===== config.mk =====
export PLATFORM = sky130hd
export DESIGN_NAME = mtc_timer
export DESIGN_NICKNAME = d
export VERILOG_FILES = /design/src/design/mtc_input_sync.v /design/src/design/mtc_timer.v
export VERILOG_INCLUDE_DIRS = /design/src /design/src/design
export SDC_FILE = /design/constraint.sdc
export NUM_CORES = 1
export LEC_CHECK = 0
export BUFFER_PORTS_ARGS = -buffer_cell sky130_fd_sc_hd__buf_2
export CORE_MARGIN = 10
export CORE_UTILIZATION = 55
export DETAILED_ROUTE_END_ITERATION = 10
export HOLD_SLACK_MARGIN = 0.05
export PLACE_DENSITY_LB_ADDON = 0.08
export SYNTH_ARGS = -nofsm -noshare
export SYNTH_HDL_FRONTEND = slang
export SYNTH_SLANG_ARGS = --single-unit

===== constraint.sdc =====
create_clock -name mclk -period 3.1 [get_ports mclk]
set_clock_uncertainty 0.05 [all_clocks]
set_input_delay 0.31 -clock mclk [delete_from_list [all_inputs] [get_ports mclk]]
set_output_delay 0.31 -clock mclk [all_outputs]
set_load 0.05 [all_outputs]

===== src/design/mtc_consts.vh =====
`ifndef MTC_CONSTS_VH
`define MTC_CONSTS_VH
// Register indices on the plain register port.
`define MTC_ADDR_W        3
`define MTC_REG_CTRL      3'h0
`define MTC_REG_COUNT     3'h1
`define MTC_REG_RELOAD    3'h2
`define MTC_REG_PWMCAP    3'h3
`define MTC_REG_STATUS    3'h4
// Control register fields.
`define MTC_CTRL_W        16
`define MTC_CTRL_RESET    16'h0000
// Reserved control bits read back as zero.
`define MTC_CTRL_MASK     16'h7f3f
`define MTC_EN_BIT        0
`define MTC_MODE_LSB      1
`define MTC_MODE_MSB      3
`define MTC_POL_BIT       4
`define MTC_OUTEN_BIT     5
`define MTC_PRE_LSB       8
`define MTC_PRE_MSB       14
// Mode codes.
`define MTC_MODE_COUNTER  3'h0
`define MTC_MODE_PWM      3'h1
`define MTC_MODE_CAPTURE  3'h2
`define MTC_MODE_COMPARE  3'h3
`define MTC_MODE_GATED    3'h4
// Counter values.
`define MTC_CNT_RESET     16'h0000
`define MTC_CNT_RESTART   16'h0001
`define MTC_RELOAD_RESET  16'hffff
`define MTC_PWM_RESET     16'h0000
`define MTC_PRE_W         7
`define MTC_PRE_ZERO      7'h00
`define MTC_PRE_ONE       7'h01
`endif


===== src/design/mtc_input_sync.v =====
`timescale 1ns/10ps
`default_nettype none
// Two-flop synchroniser plus edge and level qualification of the timer input.
module mtc_input_sync (
   input  wire mclk,      // System clock.
   input  wire reset_n,   // Synchronous reset, active low.
   input  wire clkEn,     // Clock enable.
   input  wire pinIn,     // Raw timer input pin.
   input  wire polarity,  // 1 selects rising edge / high active.
   output wire active,    // Input at its active level.
   output wire assertEdge,   // One-cycle pulse on the selected edge.
   output wire deassertEdge  // One-cycle pulse on the opposite edge.
);
   reg meta_q;
   reg sync_q;
   reg last_q;

   always @(posedge mclk) begin
      if (!reset_n) begin
         meta_q <= 1'b0;
         sync_q <= 1'b0;
         last_q <= 1'b0;
      end else if (clkEn) begin
         meta_q <= pinIn;
         sync_q <= meta_q;
         last_q <= sync_q;
      end
   end

   assign active       = sync_q == polarity;
   assign assertEdge   = clkEn & (sync_q == polarity) & (last_q != polarity);
   assign deassertEdge = clkEn & (sync_q != polarity) & (last_q == polarity);
endmodule
`default_nettype wire


===== src/design/mtc_timer.v =====
// Notes on behaviour
// - Counter mode counts input edges; polarity bit picks rising or falling.
// - Counter mode bypasses the prescaler; one edge gives one count.
// - Counter mode at reload: interrupt, load 0001, count on, toggle enabled output.
// - In counter mode the polarity bit sets the output's initial level.
// - Counter, PWM, gated: written start count only for first pass; then 0001.
// - PWM counts prescaled clocks, toggles at PWM match, reloads with interrupt.
// - PWM polarity 1: output starts high, low at match, high at reload.
// - PWM polarity 0: output starts low, high at match, low at reload.
// - Capture mode copies count on selected edge, interrupts, keeps counting.
// - Capture mode interrupts at reload value and carries on counting.
// - Compare mode at compare value: interrupt, toggle enabled output, no reset.
// - Compare mode wraps FFFF to 0000 and keeps counting.
// - Gated mode counts prescaled clocks only while input is active.
// - Gated mode interrupts when the input deasserts and on reload.
// - Gated reload: interrupt, load 0001, toggle enabled output, continue.
// - Prescaler divides mclk by 1 to 128 in clocked modes.
//
// Design decisions made here: the placing of the registers and strobed register access.
`timescale 1ns/10ps
`default_nettype none
`include "mtc_consts.vh"
module mtc_timer (
   input  wire        mclk,      // System clock, 10 MHz.
   input  wire        reset_n,   // Synchronous reset, active low.
   input  wire        clkEn,     // Freezes all state while low.
   input  wire [2:0]  regAddr,   // Register index.
   input  wire [15:0] regWdata,  // Write data.
   input  wire        regWr,     // Write strobe.
   input  wire        regRd,     // Read strobe.
   output reg  [15:0] regRdata,  // Read data, valid the cycle after regRd.
   input  wire        timerIn,   // External timer input pin.
   output reg         timerOut,  // Timer output pin level.
   output reg         timerIrq   // One-cycle timer interrupt pulse.
);
   reg  [15:0] ctrl_q;
   reg  [15:0] count_q;
   reg  [15:0] reload_q;
   reg  [15:0] pwmCap_q;
   reg  [6:0]  pre_q;
   reg         outLvl_q;
   reg         irqSeen_q;
   reg         capSeen_q;
   reg         timerOut_d;
   reg         irq_d;
   reg  [15:0] count_d;
   reg  [6:0]  pre_d;
   reg  [15:0] pwmCap_d;
   reg  [15:0] rdata_d;

   wire        enable   = ctrl_q[`MTC_EN_BIT];
   wire [2:0]  mode     = ctrl_q[`MTC_MODE_MSB:`MTC_MODE_LSB];
   wire        polarity = ctrl_q[`MTC_POL_BIT];
   wire        outEn    = ctrl_q[`MTC_OUTEN_BIT];
   wire [6:0]  preSel   = ctrl_q[`MTC_PRE_MSB:`MTC_PRE_LSB];
   wire        inActive;
   wire        inAssert;
   wire        inDeassert;

   mtc_input_sync uSync (
      .mclk         (mclk),
      .reset_n      (reset_n),
      .clkEn        (clkEn),
      .pinIn        (timerIn),
      .polarity     (polarity),
      .active       (inActive),
      .assertEdge   (inAssert),
      .deassertEdge (inDeassert)
   );

   wire isCounter = mode == `MTC_MODE_COUNTER;
   wire isPwm     = mode == `MTC_MODE_PWM;
   wire isCapture = mode == `MTC_MODE_CAPTURE;
   wire isCompare = mode == `MTC_MODE_COMPARE;
   wire isGated   = mode == `MTC_MODE_GATED;

   // The prescaler wraps at preSel; a field of zero divides by 128.
   wire preWrap = (pre_q + `MTC_PRE_ONE) == preSel;
   // Gated mode stops the prescaler as well as the counter.
   wire preRun  = enable & ~isCounter & (~isGated | inActive);
   wire tick    = isCounter ? (enable & inAssert) : (preRun & preWrap);
   wire atReload = count_q == reload_q;

   always @* begin
      count_d    = count_q;
      pre_d      = pre_q;
      pwmCap_d   = pwmCap_q;
      timerOut_d = outLvl_q;
      irq_d      = 1'b0;
      rdata_d    = 16'h0000;
      if (preRun) begin
         pre_d = preWrap ? `MTC_PRE_ZERO : pre_q + `MTC_PRE_ONE;
      end
      if (tick) begin
         case (mode)
            `MTC_MODE_COUNTER, `MTC_MODE_GATED: begin
               if (atReload) begin
                  irq_d   = 1'b1;
                  count_d = `MTC_CNT_RESTART;
                  if (outEn) begin
                     timerOut_d = ~outLvl_q;
                  end
               end else begin
                  count_d = count_q + 16'h0001;
               end
            end
            `MTC_MODE_PWM: begin
               if (atReload) begin
                  irq_d      = 1'b1;
                  count_d    = `MTC_CNT_RESTART;
                  timerOut_d = polarity;
               end else begin
                  count_d = count_q + 16'h0001;
                  if (count_q == pwmCap_q) begin
                     timerOut_d = ~polarity;
                  end
               end
            end
            `MTC_MODE_CAPTURE: begin
               count_d = count_q + 16'h0001;
               if (atReload) begin
                  irq_d = 1'b1;
               end
            end
            `MTC_MODE_COMPARE: begin
               count_d = count_q + 16'h0001;
               if (atReload) begin
                  irq_d = 1'b1;
                  if (outEn) begin
                     timerOut_d = ~outLvl_q;
                  end
               end
            end
            default: begin
               count_d = count_q;
            end
         endcase
      end
      if (enable & isCapture & inAssert) begin
         pwmCap_d = count_q;
         irq_d    = 1'b1;
      end
      if (enable & isGated & inDeassert) begin
         irq_d = 1'b1;
      end
      if (regRd) begin
         case (regAddr)
            `MTC_REG_CTRL:   rdata_d = ctrl_q & `MTC_CTRL_MASK;
            `MTC_REG_COUNT:  rdata_d = count_q;
            `MTC_REG_RELOAD: rdata_d = reload_q;
            `MTC_REG_PWMCAP: rdata_d = pwmCap_q;
            `MTC_REG_STATUS: rdata_d = {13'h0000, capSeen_q, irqSeen_q, outLvl_q};
            default:         rdata_d = 16'h0000;
         endcase
      end
   end

   always @(posedge mclk) begin
      if (!reset_n) begin
         ctrl_q    <= `MTC_CTRL_RESET;
         count_q   <= `MTC_CNT_RESET;
         reload_q  <= `MTC_RELOAD_RESET;
         pwmCap_q  <= `MTC_PWM_RESET;
         pre_q     <= `MTC_PRE_ZERO;
         outLvl_q  <= 1'b0;
         timerOut  <= 1'b0;
         timerIrq  <= 1'b0;
         irqSeen_q <= 1'b0;
         capSeen_q <= 1'b0;
         regRdata  <= 16'h0000;
      end else if (clkEn) begin
         count_q  <= count_d;
         pre_q    <= pre_d;
         pwmCap_q <= pwmCap_d;
         outLvl_q <= timerOut_d;
         timerOut <= timerOut_d;
         timerIrq <= irq_d;
         regRdata <= rdata_d;
         // Sticky status: a new event wins over the read that clears it.
         irqSeen_q <= irq_d | (irqSeen_q & ~(regRd & regAddr == `MTC_REG_STATUS));
         capSeen_q <= (enable & isCapture & inAssert)
                    | (capSeen_q & ~(regRd & regAddr == `MTC_REG_STATUS));
         if (regWr) begin
            case (regAddr)
               `MTC_REG_CTRL: begin
                  ctrl_q <= regWdata;
                  // A disabled timer shows the polarity bit as its start level.
                  if (!regWdata[`MTC_EN_BIT]) begin
                     outLvl_q <= regWdata[`MTC_POL_BIT];
                     timerOut <= regWdata[`MTC_POL_BIT];
                     pre_q    <= `MTC_PRE_ZERO;
                  end
               end
               `MTC_REG_COUNT:  count_q  <= regWdata;
               `MTC_REG_RELOAD: reload_q <= regWdata;
               `MTC_REG_PWMCAP: pwmCap_q <= regWdata;
               default: begin
                  ctrl_q <= ctrl_q;
               end
            endcase
         end
      end
   end
endmodule
`default_nettype wire


; ---- Yosys cells after proc, flatten, opt, wreduce, memory -nomap -nowiden
; Index checks and enable logic that the tools add are counted.
[totals]
ff_bits = 93
in_bits = 25
output_inout_bits = 18
wordCells = 91
[op_classes]
add_sub_neg = 2
eq_ne = 15
muxes = 30
bitwise_logic = 23
reduce_logical = 8
[op_table]
columns = op, n
row1 = 16-bit 2-to-1 mux, 8
row2 = 16-bit case mux with 5 select lines, 1
row3 = 7-bit 2-to-1 mux, 5
row4 = 16-bit == test, 2
row5 = 16-bit case mux with 2 select lines, 1
row6 = 16-bit by 1-bit adder with 16-bit output (second input constant), 1
row7 = 1-bit AND, 15
row8 = 1-bit 2-to-1 mux, 14
row9 = 3-bit by 2-bit == test with 1-bit output (second input constant), 4
row10 = 7-bit by 1-bit adder with 7-bit output (second input constant), 1
row11 = 7-bit == test, 1
row12 = 3-bit by 1-bit == test with 1-bit output (second input constant), 2
row13 = 3-bit == test (second input constant), 2
row14 = 3-bit logical NOT, 2
row15 = 3-bit AND reduction, 2
row16 = 3-bit OR reduction, 2
row17 = 1-bit NOT, 5
row18 = 5-bit OR reduction, 1
row19 = 1-bit bitwise OR, 3
row20 = 1-bit == test, 2
row21 = 1-bit inequality test, 2
row22 = 1-bit case mux with 2 select lines, 1
row23 = 2-bit OR reduction, 1

; ---- Logic depth before layout (Yosys ltp)
; Gate-level depths: netlist of run 1.
[logic_depth]
depth_word = 10
ltp_mapped = 9
ltp_nobuf = 8

; ---- Hierarchy
; From an unflattened synthesis of run 1, not the netlist that was laid out.
[hier_totals]
hier_cells = 630
hier_area_um2 = 5253.8
[by_module_without_submodules]
columns = module, instances, cells_per_inst, area_each_um2, seq_area_each_um2
row1 = mtc_timer, 1, 613, 5077.4, 1761.7
row2 = mtc_input_sync, 1, 17, 176.4, 60.1

; ---- Worst setup path before layout of run 1
; OpenSTA, ideal clock, no wires.
[synth_timing]
path_kind = register to register
from = register pre_q[0]
to = register count_q[15]
setup_time_ps = 74
t_arrival_ps = 2645
required_ps = 2976
path_slack_ps = 331
stages_incl_launch_ff = 9
n_path_buf = 0
synth_period_minus_slack_ps = 2769
cell_sequence = dfxtp_1 -> ha_1 -> and3_1 -> and3_1 -> or4b_4 -> o41ai_4 -> nand3_2 -> or4_1 -> a31oi_1
[synth_via]
elab_chain_len = 7
[synth_lines]
columns = item, line
row1 = "start, declared", mtc_timer.v:40  ; reg [6:0] pre_q;
row2 = "start signal, assigned", mtc_timer.v:164  ; pre_q <= `MTC_PRE_ZERO;
row3 = "start signal, assigned", mtc_timer.v:173  ; pre_q <= pre_d;
row4 = "start signal, assigned", mtc_timer.v:191  ; pre_q <= `MTC_PRE_ZERO;
row5 = 7-bit by 1-bit adder with 7-bit output (no source line) *, n/a
row6 = 7-bit == test *, mtc_timer.v:78  ; wire preWrap = (pre_q + `MTC_PRE_ONE) == preSel;
row7 = 1-bit AND *, mtc_timer.v:81  ; wire tick = isCounter ? (enable & inAssert) : (preRun & preWrap);
row8 = 1-bit 2-to-1 mux *, mtc_timer.v:81
row9 = 16-bit 2-to-1 mux *, mtc_timer.v:94  ; if (tick) begin
row10 = 16-bit 2-to-1 mux, mtc_timer.v:184  ; case (regAddr)
row11 = 16-bit 2-to-1 mux *, mtc_timer.v:183  ; if (regWr) begin
row12 = "end signal, assigned", mtc_timer.v:161  ; count_q <= `MTC_CNT_RESET;
row13 = "end signal, assigned", mtc_timer.v:172  ; count_q <= count_d;
row14 = "end signal, assigned", mtc_timer.v:194  ; `MTC_REG_COUNT: count_q <= regWdata;
row15 = "end, declared", mtc_timer.v:37  ; reg [15:0] count_q;
; Every way passes the cells marked *; elsewhere a longest branch is shown, timed or not.
; A chain may end at the register's enable or synchronous reset.

; ---- Final worst setup path of run 1
[layout_timing]
from = register pre_q[1]
to = register count_q[13]
; The elaborated chain is that of the path after synthesis.

==> flow_summary_export.csv, run 1 <==
group,metric,value,unit
run_status,outcome,"complete, no violations",
synth,yosysSeqAreaShare,34.2,%
synth,yosys-top-cells-area,"dfxtp_1, nand2_1, a21oi_1",
drt,ant_nets,0,
synth,postSynth.topFlopCell,"dfxtp_1",
grt,pin_count_of_the_biggest_net_entering_global_routing,56,
clock_network,clkLatencyLatePin,0.37,ns
drt,drt-pass1-iter-count,5,
layout,antenna_cells,0,
clock_network,clk_path_buf_depth,2,
clock_network,worst_setup_hold_path_clk_slew,0.10,ns
grt,grt_first_pass_wirelength,26.8,mm
grt,grt.busiest_layer,"met2",
hold_path,hold_class,"in -> reg",
critical_path,crit_chain,"ha_1, and3_1, and3_1, or4b_4, o41ai_4, buf_4, nand2_2, or4b_1, a31oi_1",
layout,final_layout_size_suffix_gt1_share,15.9,%
layout,fin_nets,713,
placement,gp_congestion,0.971,
critical_path,slowest_delay,0.54,ns
clock_network,cts_root_buf,"clkbuf_8",
synth,async_flop_share,0,%
floorplan,placeableCoreArea,9330,µm²
timing,report.final.setup_viol,0,
timing,relSlewSlack,45.8,%
critical_path,path_delay_family,"simple AND/OR/NAND/NOR gates",
clock_network,clock_tree_sinks,91,
drt,detail_route.wirelength,16.7,mm
synth,netlist.top_cell.by_area,"dfxtp_1",
synth,synth.top_cell.area_share,34.2,%
timing,report.final.slew_viol_count,0,
timing,fmax,0.333,GHz
critical_path,setup.worst_path.end_class,"register",
clock_network,cts_buffers,9,
clock_network,htreeDepth,3,
grt,initial_antenna_violation_count,0,
synth,synth_warnings,0,
grt,gr-usage-all-layers,23.1,%
placement,place_hpwl,11.7,mm
floorplan,top_level_ports,43,
clock_network,postCtsSetupBuffers,0,
pwr,power_frac_seq,52.7,%
floorplan,starting_density_of_the_core,57.0,%
job,maxCapViolCount,0,
timing,rsz0062_at_grt,"no",
drt,routed_wire_length_per_instance,20.3,µm
drt,drc,0,
pwr,leakagePower,2.24,nW
pwr,power_switching_share,28.3,%
drt,detailroute.via_count,5252,
pwr,clock_share_of_power,36.4,%
pwr,power.combinational.fraction,10.9,%
floorplan,row_count,35,
timing,hold_violation_count_in_the_final_report,0,
critical_path,path_class,"reg -> reg",
synth,syn-instance-count,668,
timing,hold-worst-slack,0.128,ns
critical_path,cp_common_cell,"and3_1",
pwr,max-vdd-ir-drop,205,µV
placement,numPortBuffers,42,
floorplan,fp.dieArea,14000,µm²
floorplan,fp.dieW,118,µm
synth,synthesized_nets,695,
critical_path,cp-start-kind,"register",
grt,groute.layer.met1.usage,30.7,%
critical_path,cp.arrival,3.25,ns
pwr,total_power,2.31,mW
drt,initialDrtViolationCount,679,
timing,timing.setup.tns,0,ns
floorplan,dieHeight,118,µm
grt,grt_util_met2,36.5,%
grt,first_global_vias,4992,
grt,global_route.overflow_total,0,
timing,post-route-period-util,97.0,%
critical_path,critical_path.n_buffers_inverters,1,
critical_path,crit_required,3.34,ns
timing,timing.final.crit_period,3.01,ns
grt,met3_use_gr,3.76,%
synth,synth_cell_type_count,58,
synth,netlist_area,5320,µm²
synth,synth.ff_latch_count,91,
critical_path,critical_path.slowest_cell,"or4b_4",
pwr,p_sw,652,µW
drt,avgViaCountPerCell,6.40,
critical_path,timing.critical_path.fanout_max,4,
synth,synth_edf_count,0,
pwr,powerDensity,395,nW/µm²
synth,syn-mean-instance-area,7.96,µm²
clock_network,cts_hold_buf,0,
layout,area_growth_syn_to_layout,9.83,%
timing,worst-slew-pin-transition,0.810,ns
clock_network,clock_tree_from_tritoncts,"built",
pwr,cell_internal_pwr,1.66,mW
-- area by class of cell --
type | instances | area [µm²]
sequential | 91 | 1820
fill | 868 | 3480
tap | 129 | 161
multi-input combinational | 514 | 3260
inverter | 5 | 18.8
timing repair buffer | 65 | 383
clock inverter | 7 | 76.3
clock buffer | 9 | 124
-- through the flow --
| stage | setup WS [ns] | util, % | instances | area (µm²) |
|---|---|---|---|---|
| 3_5_place_dp | 0.193 | 60.4 | 804 | 5630 |
| 6_report | 0.0925 | 62.6 | 820 | 5840 |
| 2_1_floorplan | 0.331 | - | 668 | 5320 |
| 3_3_place_gp | 0.271 | 60.4 | 804 | 5630 |
| 5_1_grt | 0.000414 | 62.6 | 820 | 5840 |
| 4_1_cts | 0.164 | 62.5 | 820 | 5830 |
-- logic make-up (layout without fill, tap and decap cells) --
family	Yosys count	after routing	synth area share, %
buffers and inverters	63	86	4.68
flip-flops	91	91	34.2
adder cells (fa/ha/maj)	2	2	0.470
XOR/XNOR	40	40	6.59
multiplexers	34	34	8.91
AND/OR/NAND/NOR	266	266	25.0
AO/OA/AOI/OAI	172	172	20.2
-- Yosys cell counts (2+ instances only) --
library cell and instances:
dfxtp_1 91, nand2_1 76, nor2_1 53, clkbuf_1 51
a21oi_1 50, o21ai_0 48, nand3_1 30, nor2b_1 23
or3_1 21, xnor2_1 21, xor2_1 19, mux2i_1 17
o211ai_1 12, o22ai_1 12, mux4_2 10, nand2b_1 10
nor3_1 10, a22oi_1 9, o31a_1 9, a31oi_1 8
and3_1 8, mux2_2 7, nor4_1 7, o21a_1 7
nand4_1 6, inv_1 5, or2_2 5, buf_1 4
a211oi_1 3, and2_1 3, nand4b_1 3, ha_1 2
nor3b_1 2, o31ai_1 2
-- cells in the final DEF (no fill, tap or decap), drive strengths merged, types with 5 or more instances in the layout --
master / n
a21oi: 50
a22oi: 9
a31oi: 8
and3: 8
buf: 65
clkbuf: 9
dfxtp: 91
inv: 6
mux2: 7
mux2i: 17
mux4: 10
nand2: 77
nand2b: 10
nand3: 31
nand4: 6
nor2: 53
nor2b: 23
nor3: 10
nor4: 7
o211ai: 12
o21a: 7
o21ai: 48
o22ai: 12
o31a: 9
or2: 5
or3: 21
xnor2: 21
xor2: 19
-- power groups by stage --
stage	clock (mW)	sequential, mW	combinational, mW
2_1_floorplan	0	1.24	0.157
3_3_place_gp	0	1.24	0.242
3_5_place_dp	0	1.24	0.245
4_1_cts	0.846	1.21	0.246
5_1_grt	0.900	1.22	0.269
6_report	0.840	1.22	0.251
-- metal layers --
metal / share of wire, % / wire length (µm)
met5: 0 / 0
met4: 3.0 / 506
met3: 8.4 / 1400
met2: 46 / 7630
met1: 43 / 7120
-- final timing paths --
kind / from / to / slack, ns / cells past startpoint
worst max register to register: pre_q[1] / count_q[13] / 0.09 / 9
worst max-delay path: pre_q[1] / count_q[13] / 0.09 / 9
worst min-delay path: timerIn / uSync.meta_q / 0.13 / 3
worst min register to register: capSeen_q / capSeen_q / 0.43 / 2
-- worst reg2reg max path, cell delays in order, from the launching register on --
cell and delay [ns]:
dfxtp_1 0.35, ha_1 0.20, and3_1 0.21, and3_1 0.15
or4b_4 0.54, o41ai_4 0.48, buf_4 0.20, nand2_2 0.05
or4b_1 0.50, a31oi_1 0.20
-- what timing repair did --
| action | in CTS | in global routing |
|---|---|---|
| setup endpoints to repair | 0 | 1 |
| gates resized for setup | 0 | 2 |
| endpoints found under the hold margin | 0 | 0 |
-- registers in the layout, indices dropped and copies added (netlist names) --
| name | flops |
|---|---|
| uSync.last_q | 1 |
| timerIrq | 1 |
| regRdata | 16 |
| uSync.meta_q | 1 |
| capSeen_q | 1 |
| ctrl_q | 13 |
| irqSeen_q | 1 |
| pwmCap_q | 16 |
| count_q | 16 |
| outLvl_q | 1 |
| reload_q | 16 |
| uSync.sync_q | 1 |
| pre_q | 7 |
Note: power is estimated with default switching activity, not from simulation.
==> run 2: changes to the inputs <==
==> constraint.sdc (replaced) <==
create_clock -name mclk -period 3.1 [get_ports mclk]
set_clock_uncertainty 0.05 [all_clocks]
set_input_delay 0.62 -clock mclk [delete_from_list [all_inputs] [get_ports mclk]]
set_output_delay 0.62 -clock mclk [all_outputs]
set_load 0.05 [all_outputs]
==> flow_summary_export.csv, run 2 (synthesis gave the netlist of run 1 again) <==
group,metric,value,unit
drt,drt-pass1-iter-count,6,
clock_network,htreeDepth,3,
timing,fmax,0.337,GHz
timing,rsz0062_at_grt,"no",
critical_path,critical_path.n_buffers_inverters,0,
clock_network,worst_setup_hold_path_clk_slew,0.11,ns
clock_network,cts_hold_buf,0,
floorplan,fp.dieArea,14000,µm²
grt,global_route.overflow_total,0,
placement,gp_congestion,0.963,
grt,pin_count_of_the_biggest_net_entering_global_routing,36,
critical_path,worst-r2r-cell-count,8,
floorplan,row_count,35,
timing,worst-slew-pin-transition,0.774,ns
clock_network,clk_path_buf_depth,2,
hold_path,timing.hold.worst_endpoint,"regRdata[3]",
timing,finalWorstSetupSlack,0.129,ns
layout,final_common_cell,"dfxtp_1",
timing,timing.setup.tns,0,ns
critical_path,cp-start-kind,"register",
timing,report.final.slew_viol_count,0,
placement,setup_ws_pre_cts,0.195,ns
timing,hold_violation_count_in_the_final_report,0,
clock_network,clock_tree_from_tritoncts,"built",
clock_network,clkLatencyLatePin,0.36,ns
critical_path,path_delay_family,"simple AND/OR/NAND/NOR gates",
critical_path,reg2reg_setup_slack,0.13,ns
layout,fin_nets,719,
critical_path,cp.arrival,3.21,ns
grt,grt_first_pass_wirelength,26.6,mm
critical_path,crit-reg2reg-launch,"pre_q[1]",
hold_path,hold_start,"regRdata[3]",
pwr,powerDensity,396,nW/µm²
job,maxCapViolCount,0,
floorplan,fp.dieW,118,µm
drt,initialDrtViolationCount,707,
drt,drc,0,
drt,detailroute.via_count,5191,
critical_path,critical_path.slowest_cell,"or4b_4",
drt,detail_route.wirelength,16.6,mm
timing,post-route-period-util,95.8,%
critical_path,path_class,"reg -> reg",
grt,gr-usage-all-layers,22.9,%
hold_path,hold_path_depth,2,
run_status,outcome,"complete, no violations",
critical_path,setup.worst_path.end_class,"register",
critical_path,timing.critical_path.fanout_max,8,
clock_network,cts_buffers,9,
clock_network,postCtsSetupBuffers,0,
hold_path,hold_class,"reg -> reg",
floorplan,starting_density_of_the_core,57.0,%
drt,avgViaCountPerCell,6.28,
floorplan,top_level_ports,43,
layout,final_cell_mix,"dfxtp_1, nand2_1, nor2_1",
timing,relSlewSlack,47.9,%
pwr,leakagePower,2.26,nW
critical_path,crit_required,3.33,ns
clock_network,ctsResizeCount,0,
grt,first_global_vias,4916,
critical_path,cp_common_cell,"and3_1",
floorplan,placeableCoreArea,9330,µm²
drt,routed_wire_length_per_instance,20.2,µm
layout,antenna_cells,0,
grt,initial_antenna_violation_count,0,
clock_network,cts_root_buf,"clkbuf_8",
layout,area_growth_syn_to_layout,10.6,%
critical_path,slowest_delay,0.53,ns
drt,ant_nets,0,
timing,timing.final.crit_period,2.97,ns
floorplan,dieHeight,118,µm
clock_network,clock_tree_sinks,91,
timing,report.final.setup_viol,0,
critical_path,cp-startpoint,"pre_q[1]",
critical_path,regToRegEndpoint,"count_q[15]",
layout,final_layout_size_suffix_gt1_share,16.5,%
placement,numPortBuffers,42,
critical_path,crit_chain,"ha_1, and3_1, and3_1, or4b_4, o41ai_4, nand3_2, or4_1, a31oi_1",
pwr,max-vdd-ir-drop,205,µV
placement,place_hpwl,12.1,mm
run 2: changes by cell type in the layout (fill, tap and decap cells not counted), sizes merged:
cell | before | now
clkinv | 3 | 0
inv | 6 | 8
clkinvlp | 2 | 3
buf | 65 | 71
run 2: layer usage:
metal / GRT usage (%) / part of all wire [%]
met1: 29.9 / 42
met2: 37.0 / 47
met3: 4.52 / 8.8
met4: 7.34 / 1.9
met5: 0 / 0
run 2: cell type report:
class                      instances  area, µm²
clock buffer                       9        124
clock inverter                     7       81.3
fill                             864       3440
inverter                           5       18.8
multi-input combinational        514       3250
sequential                        91       1820
tap                              129        161
timing repair buffer              71        428
run 2: through the flow:
stage / hold slack (ns) / util (%) / cell area [µm²] / power, mW / std cells
finish: 0.425 / 63.1 / 5880 / 2.33 / 826
global route: 0.464 / 63.1 / 5880 / 2.40 / 826
CTS: 0.422 / 63.1 / 5880 / 2.33 / 826
detailed placement: 0.411 / 60.9 / 5680 / 1.49 / 810
global placement: 0.405 / 60.9 / 5680 / 1.48 / 810
floorplan: 0.386 / - / 5320 / 1.40 / 668
run 2: how the worst max path moves through the flow:
| stage | to | cells after the start |
|---|---|---|
| 6_report | count_q[15] | 8 |
| 5_1_grt | count_q[15] | 8 |
| 4_1_cts | count_q[15] | 8 |
| 3_5_place_dp | count_q[15] | 8 |
| 3_3_place_gp | count_q[15] | 8 |
| 2_1_floorplan | count_q[15] | 8 |
run 2: worst min-delay path, delay by kind of cell, from the launching register on:
kind	cells	cell delay [ns]
compound gates	1	0.06
flops	1	0.32
simple gates	1	0.06
run 2: power breakdown:
| group | total (mW) | switching (mW) | internal [mW] |
|---|---|---|---|
| Combinational | 0.252 | 0.160 | 0.0916 |
| Clock | 0.862 | 0.478 | 0.384 |
| Sequential | 1.22 | 0.0268 | 1.19 |
| Total | 2.33 | 0.665 | 1.67 |
==> run 3: changes to the inputs <==
--- a/config.mk
+++ b/config.mk
@@ -6,7 +6,7 @@
 export SDC_FILE = /design/constraint.sdc
 export NUM_CORES = 1
 export LEC_CHECK = 0
-export BUFFER_PORTS_ARGS = -buffer_cell sky130_fd_sc_hd__buf_2
+export BUFFER_PORTS_ARGS = -buffer_cell sky130_fd_sc_hd__buf_4
 export CORE_MARGIN = 10
 export CORE_UTILIZATION = 55
 export DETAILED_ROUTE_END_ITERATION = 10
@@ -15,3 +15,4 @@
 export SYNTH_ARGS = -nofsm -noshare
 export SYNTH_HDL_FRONTEND = slang
 export SYNTH_SLANG_ARGS = --single-unit
+export TNS_END_PERCENT = 5
==> flow_summary_export.csv, run 3 (synthesis gave the netlist of run 1 again) <==
group,metric,value,unit
run_status,outcome,"complete, no violations",
layout,fin_nets,718,
critical_path,reg2reg_setup_slack,0.11,ns
job,maxCapViolCount,0,
placement,gp_congestion,0.972,
placement,numPortBuffers,42,
timing,report.final.setup_viol,0,
timing,rsz0062_at_grt,"yes",
drt,detailroute.via_count,5172,
clock_network,clock_tree_from_tritoncts,"built",
timing,timing.final.crit_period,2.99,ns
drt,drc,0,
grt,grt_first_pass_wirelength,27.3,mm
layout,area_growth_syn_to_layout,12.3,%
grt,first_global_vias,4999,
floorplan,fp.dieW,118,µm
layout,antenna_cells,0,
clock_network,postCtsSetupBuffers,0,
drt,avgViaCountPerCell,6.27,
critical_path,crit-reg2reg-launch,"pre_q[0]",
drt,routed_wire_length_per_instance,20.5,µm
critical_path,setup.worst_path.end_class,"register",
timing,fmax,0.334,GHz
floorplan,row_count,35,
layout,final_layout_size_suffix_gt1_share,16.4,%
drt,initialDrtViolationCount,536,
grt,pin_count_of_the_biggest_net_entering_global_routing,38,
timing,post-route-period-util,96.6,%
hold_path,hold_class,"in -> reg",
clock_network,clock_tree_sinks,91,
clock_network,worst_setup_hold_path_clk_slew,0.10,ns
clock_network,cts_root_buf,"clkbuf_8",
clock_network,ctsResizeCount,0,
critical_path,timing.critical_path.fanout_max,8,
grt,global_route.overflow_total,0,
clock_network,htreeDepth,3,
critical_path,path_class,"reg -> reg",
floorplan,top_level_ports,43,
layout,fillers,844,
placement,placed_cell_area,5780,µm²
timing,hold-worst-slack,0.431,ns
hold_path,hold_path_depth,3,
layout,layout.cell_area.non_filler,5970,µm²
floorplan,fp.dieArea,14000,µm²
critical_path,worst-r2r-cell-count,8,
critical_path,critPathCapture,"count_q[15]",
clock_network,clk_path_buf_depth,2,
critical_path,crit_required,3.34,ns
timing,finalWorstSetupSlack,0.106,ns
timing,report.final.slew_viol_count,0,
timing,worst-slew-pin-transition,0.717,ns
pwr,max-vdd-ir-drop,176,µV
pwr,total_power,2.32,mW
placement,place_hpwl,12.0,mm
timing,hold_violation_count_in_the_final_report,0,
drt,ant_nets,0,
layout,final_cell_mix,"dfxtp_1, nand2_1, buf_4",
grt,gr-usage-all-layers,23.6,%
floorplan,dieHeight,118,µm
clock_network,clkLatencyLatePin,0.37,ns
critical_path,cp.arrival,3.24,ns
timing,relSlewSlack,51.7,%
floorplan,placeableCoreArea,9330,µm²
critical_path,cp-startpoint,"pre_q[0]",
layout,final_common_cell,"dfxtp_1",
grt,initial_antenna_violation_count,0,
pwr,leakagePower,2.29,nW
critical_path,cp-start-kind,"register",
clock_network,cts_hold_buf,0,
drt,detail_route.wirelength,16.9,mm
floorplan,starting_density_of_the_core,57.0,%
clock_network,cts_buffers,9,
pwr,powerDensity,389,nW/µm²
critical_path,regToRegEndpoint,"count_q[15]",
drt,drt-pass1-iter-count,5,
placement,setup_ws_pre_cts,0.145,ns
run 3: critical path, cell delays in order, from the launching register on:
cell,delay (ns)
dfxtp_1,0.38
ha_1,0.22
and3_1,0.20
and3_1,0.15
or4b_4,0.53
o41ai_4,0.45
nand3_2,0.26
or4_1,0.52
a31oi_1,0.16
run 3: worst min-delay path by stage:
stage	to	slack [ns]	startpoint
floorplan	capSeen_q	0.39	capSeen_q
global placement	capSeen_q	0.41	capSeen_q
detailed placement	capSeen_q	0.42	capSeen_q
CTS	uSync.meta_q	0.42	timerIn
global route	reload_q[7]	0.44	regWdata[7]
finish	uSync.meta_q	0.43	timerIn
run 3: metrics by stage:
| stage | setup TNS, ns | std cells | utilization (%) |
|---|---|---|---|
| floorplan | 0 | 668 | - |
| global placement | 0 | 809 | 61.9 |
| detailed placement | 0 | 809 | 61.9 |
| CTS | 0 | 825 | 64.1 |
| global route | -0.0338 | 825 | 64.1 |
| finish | 0 | 825 | 64.1 |
run 3: layout make-up:
cell class	count	area, µm²	share of cell area, %
clock buffer	9	124	2.07
clock inverter	7	73.8	1.24
inverter	5	18.8	0.314
multi-input combinational	514	3250	54.4
sequential	91	1820	30.5
tap	129	161	2.70
timing repair buffer	70	526	8.80
run 3: metal layers:
metal,vias to the layer above,wire length (µm),GRT usage (%)
li1,2426,-,-
met1,2476,7230,30.5
met2,233,7630,36.2
met3,37,1550,6.76
met4,0,498,9.89
met5,-,0,0
run 3: power breakdown:
group | total [mW] | internal (mW) | switching, mW | leakage [nW]
registers | 1.22 | 1.19 | 0.0262 | 0.736
logic | 0.264 | 0.100 | 0.164 | 1.45
clock network | 0.843 | 0.379 | 0.464 | 0.100
